File: src/core/omc_pkg.sv
`default_nettype none

package omc_pkg;

  // ==========================================================
  // Timing and fixed addresses
  localparam logic [3:0]  BIT_LAST     = 4'hF;
  localparam logic [3:0]  BIT_CNT_ZERO = 4'h0;
  localparam logic [15:0] RESET_VECTOR = 16'hFFFE;

  // ==========================================================
  // Operating modes, one-hot
  typedef enum logic [5:0] {
    MODE_RESET = 6'h01,
    MODE_RUN   = 6'h02,
    MODE_HALT  = 6'h04,
    MODE_TRACE = 6'h08,
    MODE_WAIT  = 6'h10,
    MODE_STOP  = 6'h20
  } omc_mode_t;

  // Decoded debug commands from the serial engine
  typedef enum logic [2:0] {
    CMD_MEM      = 3'h0,
    CMD_MEM_STAT = 3'h1,
    CMD_DREG     = 3'h2,
    CMD_HALT     = 3'h3,
    CMD_CPU_REG  = 3'h4,
    CMD_TRACE    = 3'h5,
    CMD_GO       = 3'h6,
    CMD_NONE     = 3'h7
  } omc_cmd_t;

  typedef struct packed {
    logic     valid;
    omc_cmd_t code;
  } omc_cmd_req_t;

  typedef struct packed {
    logic accept;
    logic reject;
    logic lp_error;
  } omc_cmd_rsp_t;

  typedef struct packed {
    logic cpu_run;
    logic cpu_clk;
    logic sys_clk;
    logic core_power;
    logic ram_retain;
  } omc_power_t;

  typedef struct packed {
    omc_mode_t    mode;
    logic         pin_comm;
    logic [3:0]   tick_cnt;
    logic         bit_tick;
    omc_cmd_rsp_t rsp;
    logic         vec_fetch;
    logic         vec_done;
    logic         stop_partial;
    logic         halt_entry;
  } omc_state_t;

  localparam omc_state_t STATE_RESET = '{
    mode: MODE_RESET, pin_comm: 1'b0, tick_cnt: BIT_CNT_ZERO, bit_tick: 1'b0,
    rsp: '{accept: 1'b0, reject: 1'b0, lp_error: 1'b0},
    vec_fetch: 1'b0, vec_done: 1'b0, stop_partial: 1'b0, halt_entry: 1'b0};

endpackage

`default_nettype wire

File: src/core/omc_mode_ctrl.sv
// Summary of operation
// - pin high at reset release gives run
// - first run entry fetches vector at FFFE
// - pin low at power/forced reset halts
// - halt command enters debug halt
// - halt instruction enters debug halt
// - either breakpoint enters debug halt
// - CPU suspended while halted
// - non-intrusive commands accepted while running
// - non-intrusive commands accepted while halted
// - halt-only commands only while halted
// - go resumes; trace runs one instruction
// - wait gates CPU clock only
// - stop halts all system clocks
// - full stop powered; partial stop retains RAM
// - pin mode-select in reset, debug after
// - debug bit lasts 16 clocks
// - wait accepts halt, status reports error
// - halt command in wait enters halt
`timescale 1ns/1ns
`default_nettype none

module omc_mode_ctrl (
  input  wire logic                  mclk,
  input  wire logic                  rst_b,
  input  wire logic                  sys_reset_act,
  input  wire logic                  reset_mode_sel,
  input  wire logic                  pin_in,
  output logic                       pin_out,
  output logic                       pin_oe,
  output logic                       pin_is_mode_sel,
  input  wire logic                  tx_out,
  input  wire logic                  tx_oe,
  output logic                       bit_tick,
  input  wire omc_pkg::omc_cmd_req_t cmd_req,
  output omc_pkg::omc_cmd_rsp_t      cmd_rsp,
  input  wire logic                  halt_instr,
  input  wire logic                  ctrl_bkpt,
  input  wire logic                  trig_bkpt,
  input  wire logic                  instr_done,
  input  wire logic                  wait_instr,
  input  wire logic                  stop_instr,
  input  wire logic                  stop_partial_sel,
  input  wire logic                  wake_irq,
  output logic                       vec_fetch,
  output logic [15:0]                vec_addr,
  output logic                       halt_entry,
  output omc_pkg::omc_mode_t         mode,
  output omc_pkg::omc_power_t        power
);

  omc_pkg::omc_state_t st;
  omc_pkg::omc_state_t next_st;
  logic                cmd_nonintr;
  logic                cmd_haltonly;
  logic                halt_cmd;
  logic                bkpt_any;
  logic                running;

  // ==========================================================
  // Command classes
  always_comb
  begin
    cmd_nonintr  = cmd_req.valid && (cmd_req.code == omc_pkg::CMD_MEM ||
                   cmd_req.code == omc_pkg::CMD_MEM_STAT ||
                   cmd_req.code == omc_pkg::CMD_DREG ||
                   cmd_req.code == omc_pkg::CMD_HALT);
    cmd_haltonly = cmd_req.valid && (cmd_req.code == omc_pkg::CMD_CPU_REG ||
                   cmd_req.code == omc_pkg::CMD_TRACE ||
                   cmd_req.code == omc_pkg::CMD_GO);
    halt_cmd     = cmd_req.valid && cmd_req.code == omc_pkg::CMD_HALT;
    bkpt_any     = ctrl_bkpt || trig_bkpt;
    running      = st.mode == omc_pkg::MODE_RUN || st.mode == omc_pkg::MODE_TRACE;
  end

  // ==========================================================
  // Next state
  always_comb
  begin
    next_st              = st;
    next_st.rsp          = '0;
    next_st.vec_fetch    = 1'b0;
    next_st.halt_entry   = 1'b0;
    next_st.pin_comm     = st.mode != omc_pkg::MODE_RESET;
    // Bit timer free-runs only once the pin carries debug traffic
    if (next_st.pin_comm)
    begin
      next_st.tick_cnt = st.tick_cnt + 4'h1;
      next_st.bit_tick = st.tick_cnt == omc_pkg::BIT_LAST;
    end
    else
    begin
      next_st.tick_cnt = omc_pkg::BIT_CNT_ZERO;
      next_st.bit_tick = 1'b0;
    end

    unique case (st.mode)
      omc_pkg::MODE_RESET:
      begin
        next_st.vec_done = 1'b0;
        if (cmd_req.valid)
          next_st.rsp.reject = 1'b1;
        if (!sys_reset_act)
        begin
          // Pin only matters after power-on or forced reset
          if (reset_mode_sel && !pin_in)
          begin
            next_st.mode       = omc_pkg::MODE_HALT;
            next_st.halt_entry = 1'b1;
          end
          else
          begin
            next_st.mode      = omc_pkg::MODE_RUN;
            next_st.vec_fetch = 1'b1;
            next_st.vec_done  = 1'b1;
          end
        end
      end
      omc_pkg::MODE_RUN, omc_pkg::MODE_TRACE:
      begin
        next_st.rsp.accept = cmd_nonintr;
        next_st.rsp.reject = cmd_haltonly ||
                             (cmd_req.valid && cmd_req.code == omc_pkg::CMD_NONE);
        // All halt sources merge into one entry
        if (halt_cmd || halt_instr || bkpt_any ||
            (st.mode == omc_pkg::MODE_TRACE && instr_done))
        begin
          next_st.mode       = omc_pkg::MODE_HALT;
          next_st.halt_entry = 1'b1;
        end
        else if (st.mode == omc_pkg::MODE_RUN && wait_instr)
          next_st.mode = omc_pkg::MODE_WAIT;
        else if (st.mode == omc_pkg::MODE_RUN && stop_instr)
        begin
          next_st.mode         = omc_pkg::MODE_STOP;
          next_st.stop_partial = stop_partial_sel;
        end
      end
      omc_pkg::MODE_HALT:
      begin
        next_st.rsp.accept = cmd_nonintr || cmd_haltonly;
        next_st.rsp.reject = cmd_req.valid && cmd_req.code == omc_pkg::CMD_NONE;
        if (cmd_req.valid && cmd_req.code == omc_pkg::CMD_GO)
        begin
          next_st.mode = omc_pkg::MODE_RUN;
          // Halted straight from reset: vector not yet taken
          if (!st.vec_done)
          begin
            next_st.vec_fetch = 1'b1;
            next_st.vec_done  = 1'b1;
          end
        end
        else if (cmd_req.valid && cmd_req.code == omc_pkg::CMD_TRACE)
        begin
          next_st.mode = omc_pkg::MODE_TRACE;
          if (!st.vec_done)
          begin
            next_st.vec_fetch = 1'b1;
            next_st.vec_done  = 1'b1;
          end
        end
      end
      omc_pkg::MODE_WAIT, omc_pkg::MODE_STOP:
      begin
        // Memory cannot be reached while clocks are gated
        next_st.rsp.lp_error = cmd_req.valid &&
                               cmd_req.code == omc_pkg::CMD_MEM_STAT;
        next_st.rsp.accept   = st.mode == omc_pkg::MODE_WAIT && halt_cmd;
        next_st.rsp.reject   = cmd_req.valid && !next_st.rsp.lp_error &&
                               !next_st.rsp.accept;
        if (st.mode == omc_pkg::MODE_WAIT && halt_cmd)
        begin
          next_st.mode       = omc_pkg::MODE_HALT;
          next_st.halt_entry = 1'b1;
        end
        else if (wake_irq)
        begin
          next_st.mode         = omc_pkg::MODE_RUN;
          next_st.stop_partial = 1'b0;
        end
      end
      default:
        next_st.mode = omc_pkg::MODE_RESET;
    endcase

    // Device reset overrides every mode
    if (sys_reset_act)
    begin
      next_st.mode         = omc_pkg::MODE_RESET;
      next_st.stop_partial = 1'b0;
      next_st.halt_entry   = 1'b0;
      next_st.vec_fetch    = 1'b0;
    end
  end

  always_ff @(posedge mclk or negedge rst_b)
  begin
    if (!rst_b)
      st <= omc_pkg::STATE_RESET;
    else
      st <= next_st;
  end

  // ==========================================================
  // Outputs
  always_comb
  begin
    mode             = st.mode;
    cmd_rsp          = st.rsp;
    bit_tick         = st.bit_tick;
    vec_fetch        = st.vec_fetch;
    vec_addr         = omc_pkg::RESET_VECTOR;
    halt_entry       = st.halt_entry;
    pin_is_mode_sel  = !st.pin_comm;
    // Pin is input only while it selects the mode
    pin_oe           = st.pin_comm && tx_oe;
    pin_out          = st.pin_comm && tx_out;
    power.cpu_run    = running;
    power.cpu_clk    = st.mode != omc_pkg::MODE_WAIT &&
                       st.mode != omc_pkg::MODE_STOP;
    power.sys_clk    = st.mode != omc_pkg::MODE_STOP;
    power.core_power = !(st.mode == omc_pkg::MODE_STOP && st.stop_partial);
    power.ram_retain = st.mode == omc_pkg::MODE_STOP;
  end
endmodule

`default_nettype wire

File: config.mk
export PLATFORM = sky130hd
export DESIGN_NAME = omc_mode_ctrl
export DESIGN_NICKNAME = d
export VERILOG_FILES = /design/src/core/omc_pkg.sv /design/src/core/omc_mode_ctrl.sv
export SDC_FILE = /design/constraint.sdc
export NUM_CORES = 1
export LEC_CHECK = 0
export BUFFER_PORTS_ARGS = -buffer_cell sky130_fd_sc_hd__buf_2
export CORE_MARGIN = 2
export CORE_UTILIZATION = 49
export DETAILED_ROUTE_END_ITERATION = 6
export GPL_TIMING_DRIVEN = 0
export PLACE_DENSITY_LB_ADDON = 0.3
export SYNTH_ARGS = -nofsm -noshare
export SYNTH_HDL_FRONTEND = slang
export SYNTH_SLANG_ARGS = --single-unit
File: constraint.sdc
create_clock -name mclk -period 2.7 [get_ports mclk]
set_input_delay 0.81 -clock mclk [delete_from_list [all_inputs] [get_ports mclk]]
set_output_delay 0.81 -clock mclk [all_outputs]
set_load 0.01 [all_outputs]
==> results of run 1 <==
==> repair_timing <==
action                     4_1_cts  5_1_grt
setup endpoints to repair        1        1
cloned                           0        0
resized for setup                1        2
==> cell usage in the layout, fill, tap and decap left out, types with 3 or more instances in the layout <==
cell / count
a21oi_1: 7
and2_1: 4
buf_2: 38
buf_4: 28
clkbuf_4: 3
conb_1: 16
dfrtp_1: 18
inv_1: 9
nand2_1: 7
nand3_1: 4
nor2_1: 16
nor3_1: 3
nor4_1: 3
o21ai_0: 5
o311ai_0: 4
or3_1: 3
==> power groups by stage <==
stage               logic, µW  clock network [µW]  registers, µW
floorplan                 352                   0            395
global placement          479                   0            400
detailed placement        483                   0            402
CTS                       491                 153            397
global route              554                 165            407
finish                    500                 150            400
==> worst min-delay path by stage <==
stage | from | endpoint | slack (ps) | cells past startpoint
final | rst_b | mode[4]$_DFFE_PN0P_ | 420 | 1
after global routing | rst_b | mode[4]$_DFFE_PN0P_ | 450 | 1
after CTS | rst_b | mode[3]$_DFFE_PN0P_ | 440 | 1
after detailed placement | st[8]$_DFF_PN0_ | st[8]$_DFF_PN0_ | 450 | 1
after global placement | st[8]$_DFF_PN0_ | st[8]$_DFF_PN0_ | 450 | 1
after floorplan | st[8]$_DFF_PN0_ | st[8]$_DFF_PN0_ | 430 | 1
==> cells by family (layout without fill, tap and decap cells) <==
kind of cell               after synthesis  after routing
adders and majority gates                1              1
AOI/OAI and AO/OA                       29             29
other                                    2             16
DFF                                     19             19
muxes                                    3              3
and+or+nand+nor                         58             58
buffers and inverters                   42             84
xor gates and xnor gates                 3              3
==> routing by layer <==
layer  global-route usage, %  vias up
met3                    2.90        4
met1                    27.7      610
met2                    34.4       53
met5                       0        -
li1                        -      625
met4                    7.64        0
==> synthesized netlist by cell type, types with 2 or more instances <==
cell / n / share of area, %
and2b_2: 2 / 1.2
or2b_2: 2 / 1.2
conb_1: 2 / 0.53
clkbuf_8: 2 / 1.9
o21ai_0: 5 / 1.8
and2_1: 4 / 1.8
xor2_1: 2 / 1.2
mux2i_1: 2 / 1.4
inv_1: 9 / 2.4
a21oi_1: 7 / 2.5
buf_4: 28 / 15
nand2_1: 8 / 2.1
dfrtp_1: 18 / 32
nand4b_1: 2 / 1.2
nor3_1: 3 / 1.1
nand3_1: 4 / 1.4
nor4_1: 4 / 1.8
nor2_1: 16 / 4.2
o311ai_0: 4 / 2.5
or3_1: 3 / 1.3
o41ai_1: 2 / 1.2
==> stage by stage <==
step,setup slack (ps),total power [µW],cell area [µm²],cells
3_3_place_gp,28.3,879,1700,240
6_report,86.1,1050,1740,244
4_1_cts,15.7,1040,1730,244
3_5_place_dp,10.9,885,1700,240
2_1_floorplan,276,747,1470,171
5_1_grt,31.3,1130,1740,244
==> area by class of cell <==
type | count | area [µm²]
clock inverters | 1 | 5.00
well taps | 31 | 38.8
repair buffers | 38 | 190
inverters | 9 | 33.8
fillers | 253 | 1020
multi-input cells | 110 | 709
plain buffers | 33 | 265
clock buffers | 3 | 22.5
flip-flops and latches | 19 | 477
==> registers in the layout, indices dropped and copies added, names as in the netlist <==
| signal | count |
|---|---|
| halt_entry | 1 |
| st | 7 |
| vec_fetch | 1 |
| bit_tick | 1 |
| cmd_rsp | 3 |
| mode | 6 |
==> worst max-delay path, delay by kind of cell, from the launching register on <==
family | cells | cell delay (ps)
buf+inv | 2 | 420
flops | 1 | 390
simple gates | 1 | 230
compound gates | 1 | 460
==> impl_metrics.ini, run 1 <==
[final_layout]
n_antenna_cell = 0
fin_nets = 234
syn_to_final_growth_pct = 23.1
finish.utilization_pct = 63.2
drive_gt1_share_pct = 41.3

[yosys]
synthSimpleGateAreaFrac_pct = 23.3
synthAdderAreaFrac_pct = 0.884
synth-xor-area-share_pct = 1.86
synth-compound-area-share_pct = 16.2
ys_ff_latch = 19
synth_top_family_by_area = simple AND/OR/NAND/NOR gates
yosys_warnings = 0
syn_area_um2 = 1420
synth_ff_type = dfrtp_1
synth_mux_area_share_pct = 2.48
synth_edf_count = 0
ys_seq_area_share_pct = 33.7
async_flop_share_pct = 100
postSynthAreaPerCell_um2 = 9.01
netlist-cell-type-count = 49
syn_inst = 157

[timing]
fin_worst_skew_ps = 4.48
fin_tns_setup_ps = 0
rsz0062_at_grt = no
final_max_slew_viol_count = 0
whs_ps = 421
fmax_ghz = 0.383
finalCritPeriodShare_pct = 96.8
fin_crit_ps = 2610
slew_headroom_pct = 56.9
setup_viol = 0
finalHoldViolations = 0
worstMarginPinSlew_ps = 638

[cts]
max-clock-path-buffers = 2
cts_made_buffers = 3
cts_root_buf = clkbuf_4
numClockSinks = 19
cts-htree-levels = 1
clk_latency_ps = 300
cts_tree = yes
clkTransAtPathRegs_ps = 120
cts_setup_buffers = 0
cts.hold.buffers_added = 0

[power]
vdd_drop_max_mv = 0.458
p_switching_uw = 417
swShare_pct = 39.7
clkPwrFrac_pct = 14.3
power_leakage_uw = 0.000904
internal_power_uw = 634
powerDensity_nw_per_um2 = 603
seqPwrFrac_pct = 38.1
p_comb_share_pct = 47.6

[run_status]
status = finished, final reports clean

[worst_setup_path]
start_kind = register
path_cells = clkbuf_8 > and2b_2 > o21ai_0 > buf_2
crit_required_ps = 1890
cp_slowest_stage_delay_ps = 460
arrival_ps = 1800
crit_end = power[3]
r2r_slack_ps = 480
rr_worst_depth = 5
cp_slowest_cell = o21ai_0
crit_type = register to primary output
timing.rr.end = mode[5]$_DFFE_PN0P_
crit_path_end_kind = primary output
cp_max_fo = 10
timing.rr.start = mode[0]$_DFFE_PN1P_
crit_start = mode[4]$_DFFE_PN0P_

[floorplanning]
dieArea_um2 = 3330
core_um2 = 2760
rows = 19
num_io_pins = 55
dieWidth_um = 57.7
dieHeight_um = 57.7
start_util_pct = 51.3

[drt]
wl_met2_mm = 1.53
drcViolationCount = 0
dr.first_iter.drc_count = 25
wl_met3_um = 226
vias = 1292
maxUsedRoutingLayer = met4
wl_met1_mm = 1.36
wirelength_mm = 3.15
via_per_inst = 5.30
routedWlPerCell_um = 12.9
ant_nets = 0
firstDrtPassIters = 4

[placed_design]
hpwl_mm = 2.48
port_buffers = 38
gp_routability_congestion = 0.868

[grt]
track_usage_pct = 20.8
grt_max_degree = 20
antenna_found_initial = 0
grt_first_pass_wirelength_mm = 5.48
grt_pass1_vias = 1187
grt-ovfl-total = 0

[hold_path]
hp-class = input pin to asynchronous set/reset pin

[flow_run]
maxCapViolations = 0
(Power assumes the default switching activity.)
==> inputs of run 2 (changes only) <==
--- a/config.mk
+++ b/config.mk
@@ -7,7 +7,7 @@
 export LEC_CHECK = 0
 export BUFFER_PORTS_ARGS = -buffer_cell sky130_fd_sc_hd__buf_2
 export CORE_MARGIN = 2
-export CORE_UTILIZATION = 49
+export CORE_UTILIZATION = 44
 export DETAILED_ROUTE_END_ITERATION = 6
 export GPL_TIMING_DRIVEN = 0
 export PLACE_DENSITY_LB_ADDON = 0.3
==> constraint.sdc (replaced) <==
create_clock -name mclk -period 2.23 [get_ports mclk]
set_input_delay 0.669 -clock mclk [delete_from_list [all_inputs] [get_ports mclk]]
set_output_delay 0.669 -clock mclk [all_outputs]
set_load 0.01 [all_outputs]
==> impl_metrics.ini, run 2 (synthesized netlist as in run 1, its figures left out) <==
[cts]
clkTransAtPathRegs_ps = 120
max-clock-path-buffers = 2
cts.hold.buffers_added = 0
cts-htree-levels = 1
clk_latency_ps = 320
cts_made_buffers = 3
cts_root_buf = clkbuf_4
cts_tree = yes
numClockSinks = 19

[run_status]
status = finished, violations left
failed_checks = negative setup slack

[timing]
rsz0062_at_grt = yes
fmax_ghz = 0.445
finalCritPeriodShare_pct = 101
setup_viol = 1
finalHoldViolations = 0
slew_headroom_pct = 55.0
final_max_slew_viol_count = 0
fin_crit_ps = 2250
setup_ws_ps = -16.6
worstMarginPinSlew_ps = 666
fin_worst_skew_ps = 4.98

[placed_design]
dpl.cell_count = 253
port_buffers = 38
gp_routability_congestion = 0.916
hpwl_mm = 2.31

[final_layout]
regArea_um2 = 477
n_fill_cell = 268
regMostFlops = st
final_cell_mix = 37 x buf_4, 36 x buf_2, 18 x dfrtp_1
n_antenna_cell = 0
syn_to_final_growth_pct = 33.6
fin_nets = 244
layout.cells.non_filler = 267
layout_commonest_cell = buf_4
drive_gt1_share_pct = 47.5
finish.utilization_pct = 61.9
multiInputGateArea_um2 = 742
largest_register_ffs = 7

[power]
powerDensity_nw_per_um2 = 743
vdd_drop_max_mv = 0.350
power_leakage_uw = 0.000974

[drt]
dr.first_iter.drc_count = 45
via_per_inst = 5.09
firstDrtPassIters = 4
wirelength_mm = 3.37
vias = 1358
routedWlPerCell_um = 12.6
drcViolationCount = 0
ant_nets = 0

[worst_setup_path]
cp_max_fo = 10
crit_path_end_kind = primary output
arrival_ps = 1580
cp_slowest_stage_delay_ps = 400
critical_path.top_delay_family = flip-flops
crit_required_ps = 1560
critPathBufInv = 2
start_kind = register
cp_slowest_cell = dfrtp_1
crit_type = register to primary output
path_cells = buf_4 > and2b_2 > o21ai_2 > buf_2

[flow_run]
maxCapViolations = 0

[hold_path]
hp-class = input pin to asynchronous set/reset pin

[floorplanning]
rows = 20
core_um2 = 3050
dieArea_um2 = 3690
dieHeight_um = 60.7
num_io_pins = 55
start_util_pct = 46.4
dieWidth_um = 60.7

[grt]
grt-ovfl-total = 0
grt_first_pass_wirelength_mm = 4.99
grt_pass1_vias = 1121
antenna_found_initial = 0
track_usage_pct = 18.5
grt_max_degree = 20
==> run 2: report_power, final <==
part | leakage, µW | total [µW] | internal [µW] | switching, µW
combinational | 0.000704 | 743 | 361 | 382
clock | 0.0000177 | 194 | 67.4 | 127
sequential | 0.000253 | 467 | 424 | 43.1
total | 0.000974 | 1400 | 853 | 552
==> run 2: final cells by class <==
class / count / area share (%)
Multi-Input combinational cell: 110 / 39.2
Sequential cell: 19 / 25.2
Timing Repair Buffer: 50 / 15.7
Buffer: 31 / 13.7
Tap cell: 44 / 2.91
Inverter: 9 / 1.79
Clock buffer: 3 / 1.19
Clock inverter: 1 / 0.265
==> run 2: stage by stage <==
step	setup TNS [ps]	hold slack (ps)	total power, µW	instance area [µm²]	setup WS, ps
finish	-16.6	258	1400	1890	-16.6
floorplan	-53.0	373	905	1470	-53.0
global placement	-907	451	1060	1710	-302
detailed placement	-1100	454	1070	1710	-342
CTS	0	284	1340	1830	6.41
global route	-90.9	306	1480	1890	-68.0
==> run 2: worst register-to-register path: cells and delay by family (launching register included) <==
kind / cells / cell delay, ps
buffers and inverters: 2 / 340
and+or+nand+nor: 2 / 860
muxes: 1 / 180
DFF: 1 / 400
AOI/OAI and AO/OA: 2 / 300
==> run 2: final timing paths <==
check	startpoint	endpoint	slack [ps]	depth (start not counted)
worst max-delay path	mode[5]$_DFFE_PN0P_	power[3]	-20	4
worst min-delay path	rst_b	st[1]$_DFFE_PN0P_	260	1
worst max register to register	mode[0]$_DFFE_PN1P_	mode[1]$_DFFE_PN0P_	90	7
worst min register to register	st[8]$_DFF_PN0_	st[8]$_DFF_PN0_	470	1
max in group asynchronous	rst_b	mode[0]$_DFFE_PN1P_	1640	1
min in group mclk	st[8]$_DFF_PN0_	st[8]$_DFF_PN0_	470	1
==> run 2: timing repair <==
action	in CTS	in global routing
pin swaps	3	4
buffers inserted	5	7
setup endpoints to repair	5	9
gates resized for setup	13	6
==> run 2: per-layer routing <==
| layer | vias up | GRT usage (%) | share of wire [%] |
|---|---|---|---|
| met5 | - | 0 | 0 |
| met4 | 0 | 8.07 | 2.0 |
| met3 | 7 | 2.56 | 8.1 |
| met2 | 71 | 29.0 | 46 |
| met1 | 631 | 25.4 | 44 |
| li1 | 649 | - | - |
==> inputs of run 3 (changes only) <==
--- a/config.mk
+++ b/config.mk
@@ -7,7 +7,7 @@
 export LEC_CHECK = 0
 export BUFFER_PORTS_ARGS = -buffer_cell sky130_fd_sc_hd__buf_2
 export CORE_MARGIN = 2
-export CORE_UTILIZATION = 44
+export CORE_UTILIZATION = 52
 export DETAILED_ROUTE_END_ITERATION = 6
 export GPL_TIMING_DRIVEN = 0
 export PLACE_DENSITY_LB_ADDON = 0.3
==> constraint.sdc (replaced) <==
create_clock -name mclk -period 2.75 [get_ports mclk]
set_input_delay 0.825 -clock mclk [delete_from_list [all_inputs] [get_ports mclk]]
set_output_delay 0.825 -clock mclk [all_outputs]
set_load 0.01 [all_outputs]
==> impl_metrics.ini, run 3 (synthesized netlist as in run 1, its figures left out) <==
[floorplanning]
rows = 18
core_um2 = 2520
dieWidth_um = 56.2
num_io_pins = 55
dieHeight_um = 56.2
start_util_pct = 56.1
dieArea_um2 = 3150

[drt]
vias = 1259
drcViolationCount = 0
via_per_inst = 5.18
routedWlPerCell_um = 12.3
ant_nets = 0
firstDrtPassIters = 4
dr.first_iter.drc_count = 49
wirelength_mm = 2.99

[power]
seqPwrFrac_pct = 38.3
power_uw = 1020
vdd_drop_max_mv = 0.403
internal_power_uw = 623
powerDensity_nw_per_um2 = 589
p_comb_share_pct = 47.6
clkPwrFrac_pct = 14.1
swShare_pct = 39.2
power_leakage_uw = 0.000903
p_switching_uw = 401

[worst_setup_path]
critical_path.top_delay_family = compound AO/OA/AOI/OAI gates
path_cells = clkbuf_8 > and2b_2 > o21ai_0 > buf_2
timing.rr.end = mode[1]$_DFFE_PN0P_
crit_type = register to primary output
crit_path_end_kind = primary output
start_kind = register
cp_slowest_cell = o21ai_0
cp_slowest_stage_delay_ps = 530
timing.rr.start = mode[5]$_DFFE_PN0P_
arrival_ps = 1860
r2r_slack_ps = 540
crit_required_ps = 1930
cp_max_fo = 10
rr_worst_depth = 8
critPathBufInv = 2

[cts]
max-clock-path-buffers = 2
cts-htree-levels = 1
cts_setup_buffers = 0
cts_root_buf = clkbuf_4
clk_latency_ps = 300
cts_made_buffers = 3
clkTransAtPathRegs_ps = 120
numClockSinks = 19
cts_tree = yes

[timing]
fin_worst_skew_ps = 4.27
fin_crit_ps = 2680
slew_headroom_pct = 56.5
finalCritPeriodShare_pct = 97.6
finalHoldViolations = 0
fmax_ghz = 0.372
rsz0062_at_grt = no
worstMarginPinSlew_ps = 646
final_max_slew_viol_count = 0
setup_viol = 0
fin_tns_setup_ps = 0

[grt]
antenna_found_initial = 0
grt_pass1_vias = 1052
grt_max_degree = 20
grt_first_pass_wirelength_mm = 4.93
grt-ovfl-total = 0
track_usage_pct = 19.6

[final_layout]
n_antenna_cell = 0
final_cell_mix = 38 x buf_2, 28 x buf_4, 18 x dfrtp_1
finish.utilization_pct = 68.9
drive_gt1_share_pct = 40.8
fin_nets = 234
n_fill_cell = 215
largest_register_ffs = 7
regMostFlops = st
regArea_um2 = 477
layout_commonest_cell = buf_2
multiInputGateArea_um2 = 707
syn_to_final_growth_pct = 22.8

[hold_path]
hp-class = input pin to asynchronous set/reset pin

[placed_design]
port_buffers = 38
gp_routability_congestion = 0.867
hpwl_mm = 2.38

[flow_run]
maxCapViolations = 0

[run_status]
status = finished, final reports clean
## run 3: cell count changes in the layout (fill, tap and decap cells not counted), moves of 2 or more
cell   change
buf_4      -9
inv_2      -2
buf_2      +2
buf_6      -4
inv_1      +2
## run 3: layer usage
metal	GRT usage (%)	vias up	routed length (µm)
met2	29.1	53	1350
met1	28.9	577	1380
met4	7.14	0	47
li1	-	625	-
met5	0	-	0
met3	2.56	4	212
## run 3: power groups by stage
stage               clock network [µW]  registers, µW  logic (µW)
floorplan                            0            388         346
detailed placement                   0            394         475
finish                             145            392         487
global placement                     0            390         473
CTS                                149            389         480
global route                       163            402         537
## run 3: final cells by class
cell class	instances	share of cell area [%]
Multi-Input combinational cell	110	40.7
Sequential cell	19	27.4
Buffer	33	15.3
Timing Repair Buffer	38	10.9
Tap cell	30	2.16
Inverter	9	1.94
Clock buffer	3	1.30
Clock inverter	1	0.288
## run 3: worst max path at each step
stage / from / to / cells past startpoint
6_report: mode[4]$_DFFE_PN0P_ / power[3] / 4
3_5_place_dp: halt_instr / mode[5]$_DFFE_PN0P_ / 6
3_3_place_gp: halt_instr / mode[5]$_DFFE_PN0P_ / 6
4_1_cts: mode[5]$_DFFE_PN0P_ / power[4] / 6
2_1_floorplan: halt_instr / mode[5]$_DFFE_PN0P_ / 5
5_1_grt: mode[5]$_DFFE_PN0P_ / power[3] / 4
## run 3: metrics by stage
step,setup WS [ps],area (µm²),instances,hold slack [ps]
finish,65.3,1740,243,443
global route,33.7,1740,243,464
CTS,36.4,1730,243,455
detailed placement,-5.18,1700,239,457
global placement,-47.2,1700,239,448
floorplan,311,1470,171,433
## run 3: worst reg2reg max path, cell delays in order, from the launching register on
cell      delay [ps]
dfrtp_1          390
buf_4            170
nor2_1           180
and3_2           200
clkbuf_1         280
inv_1            190
a41oi_1          360
o21ai_0          190
mux2i_1          160
## run 3: repair_timing
item / 4_1_cts / 5_1_grt
hold endpoints to repair: 0 / 0
pin swaps: 0 / 0
gates resized for setup: 1 / 1
hold buffers: 0 / 0
endpoints found under the setup margin: 1 / 1
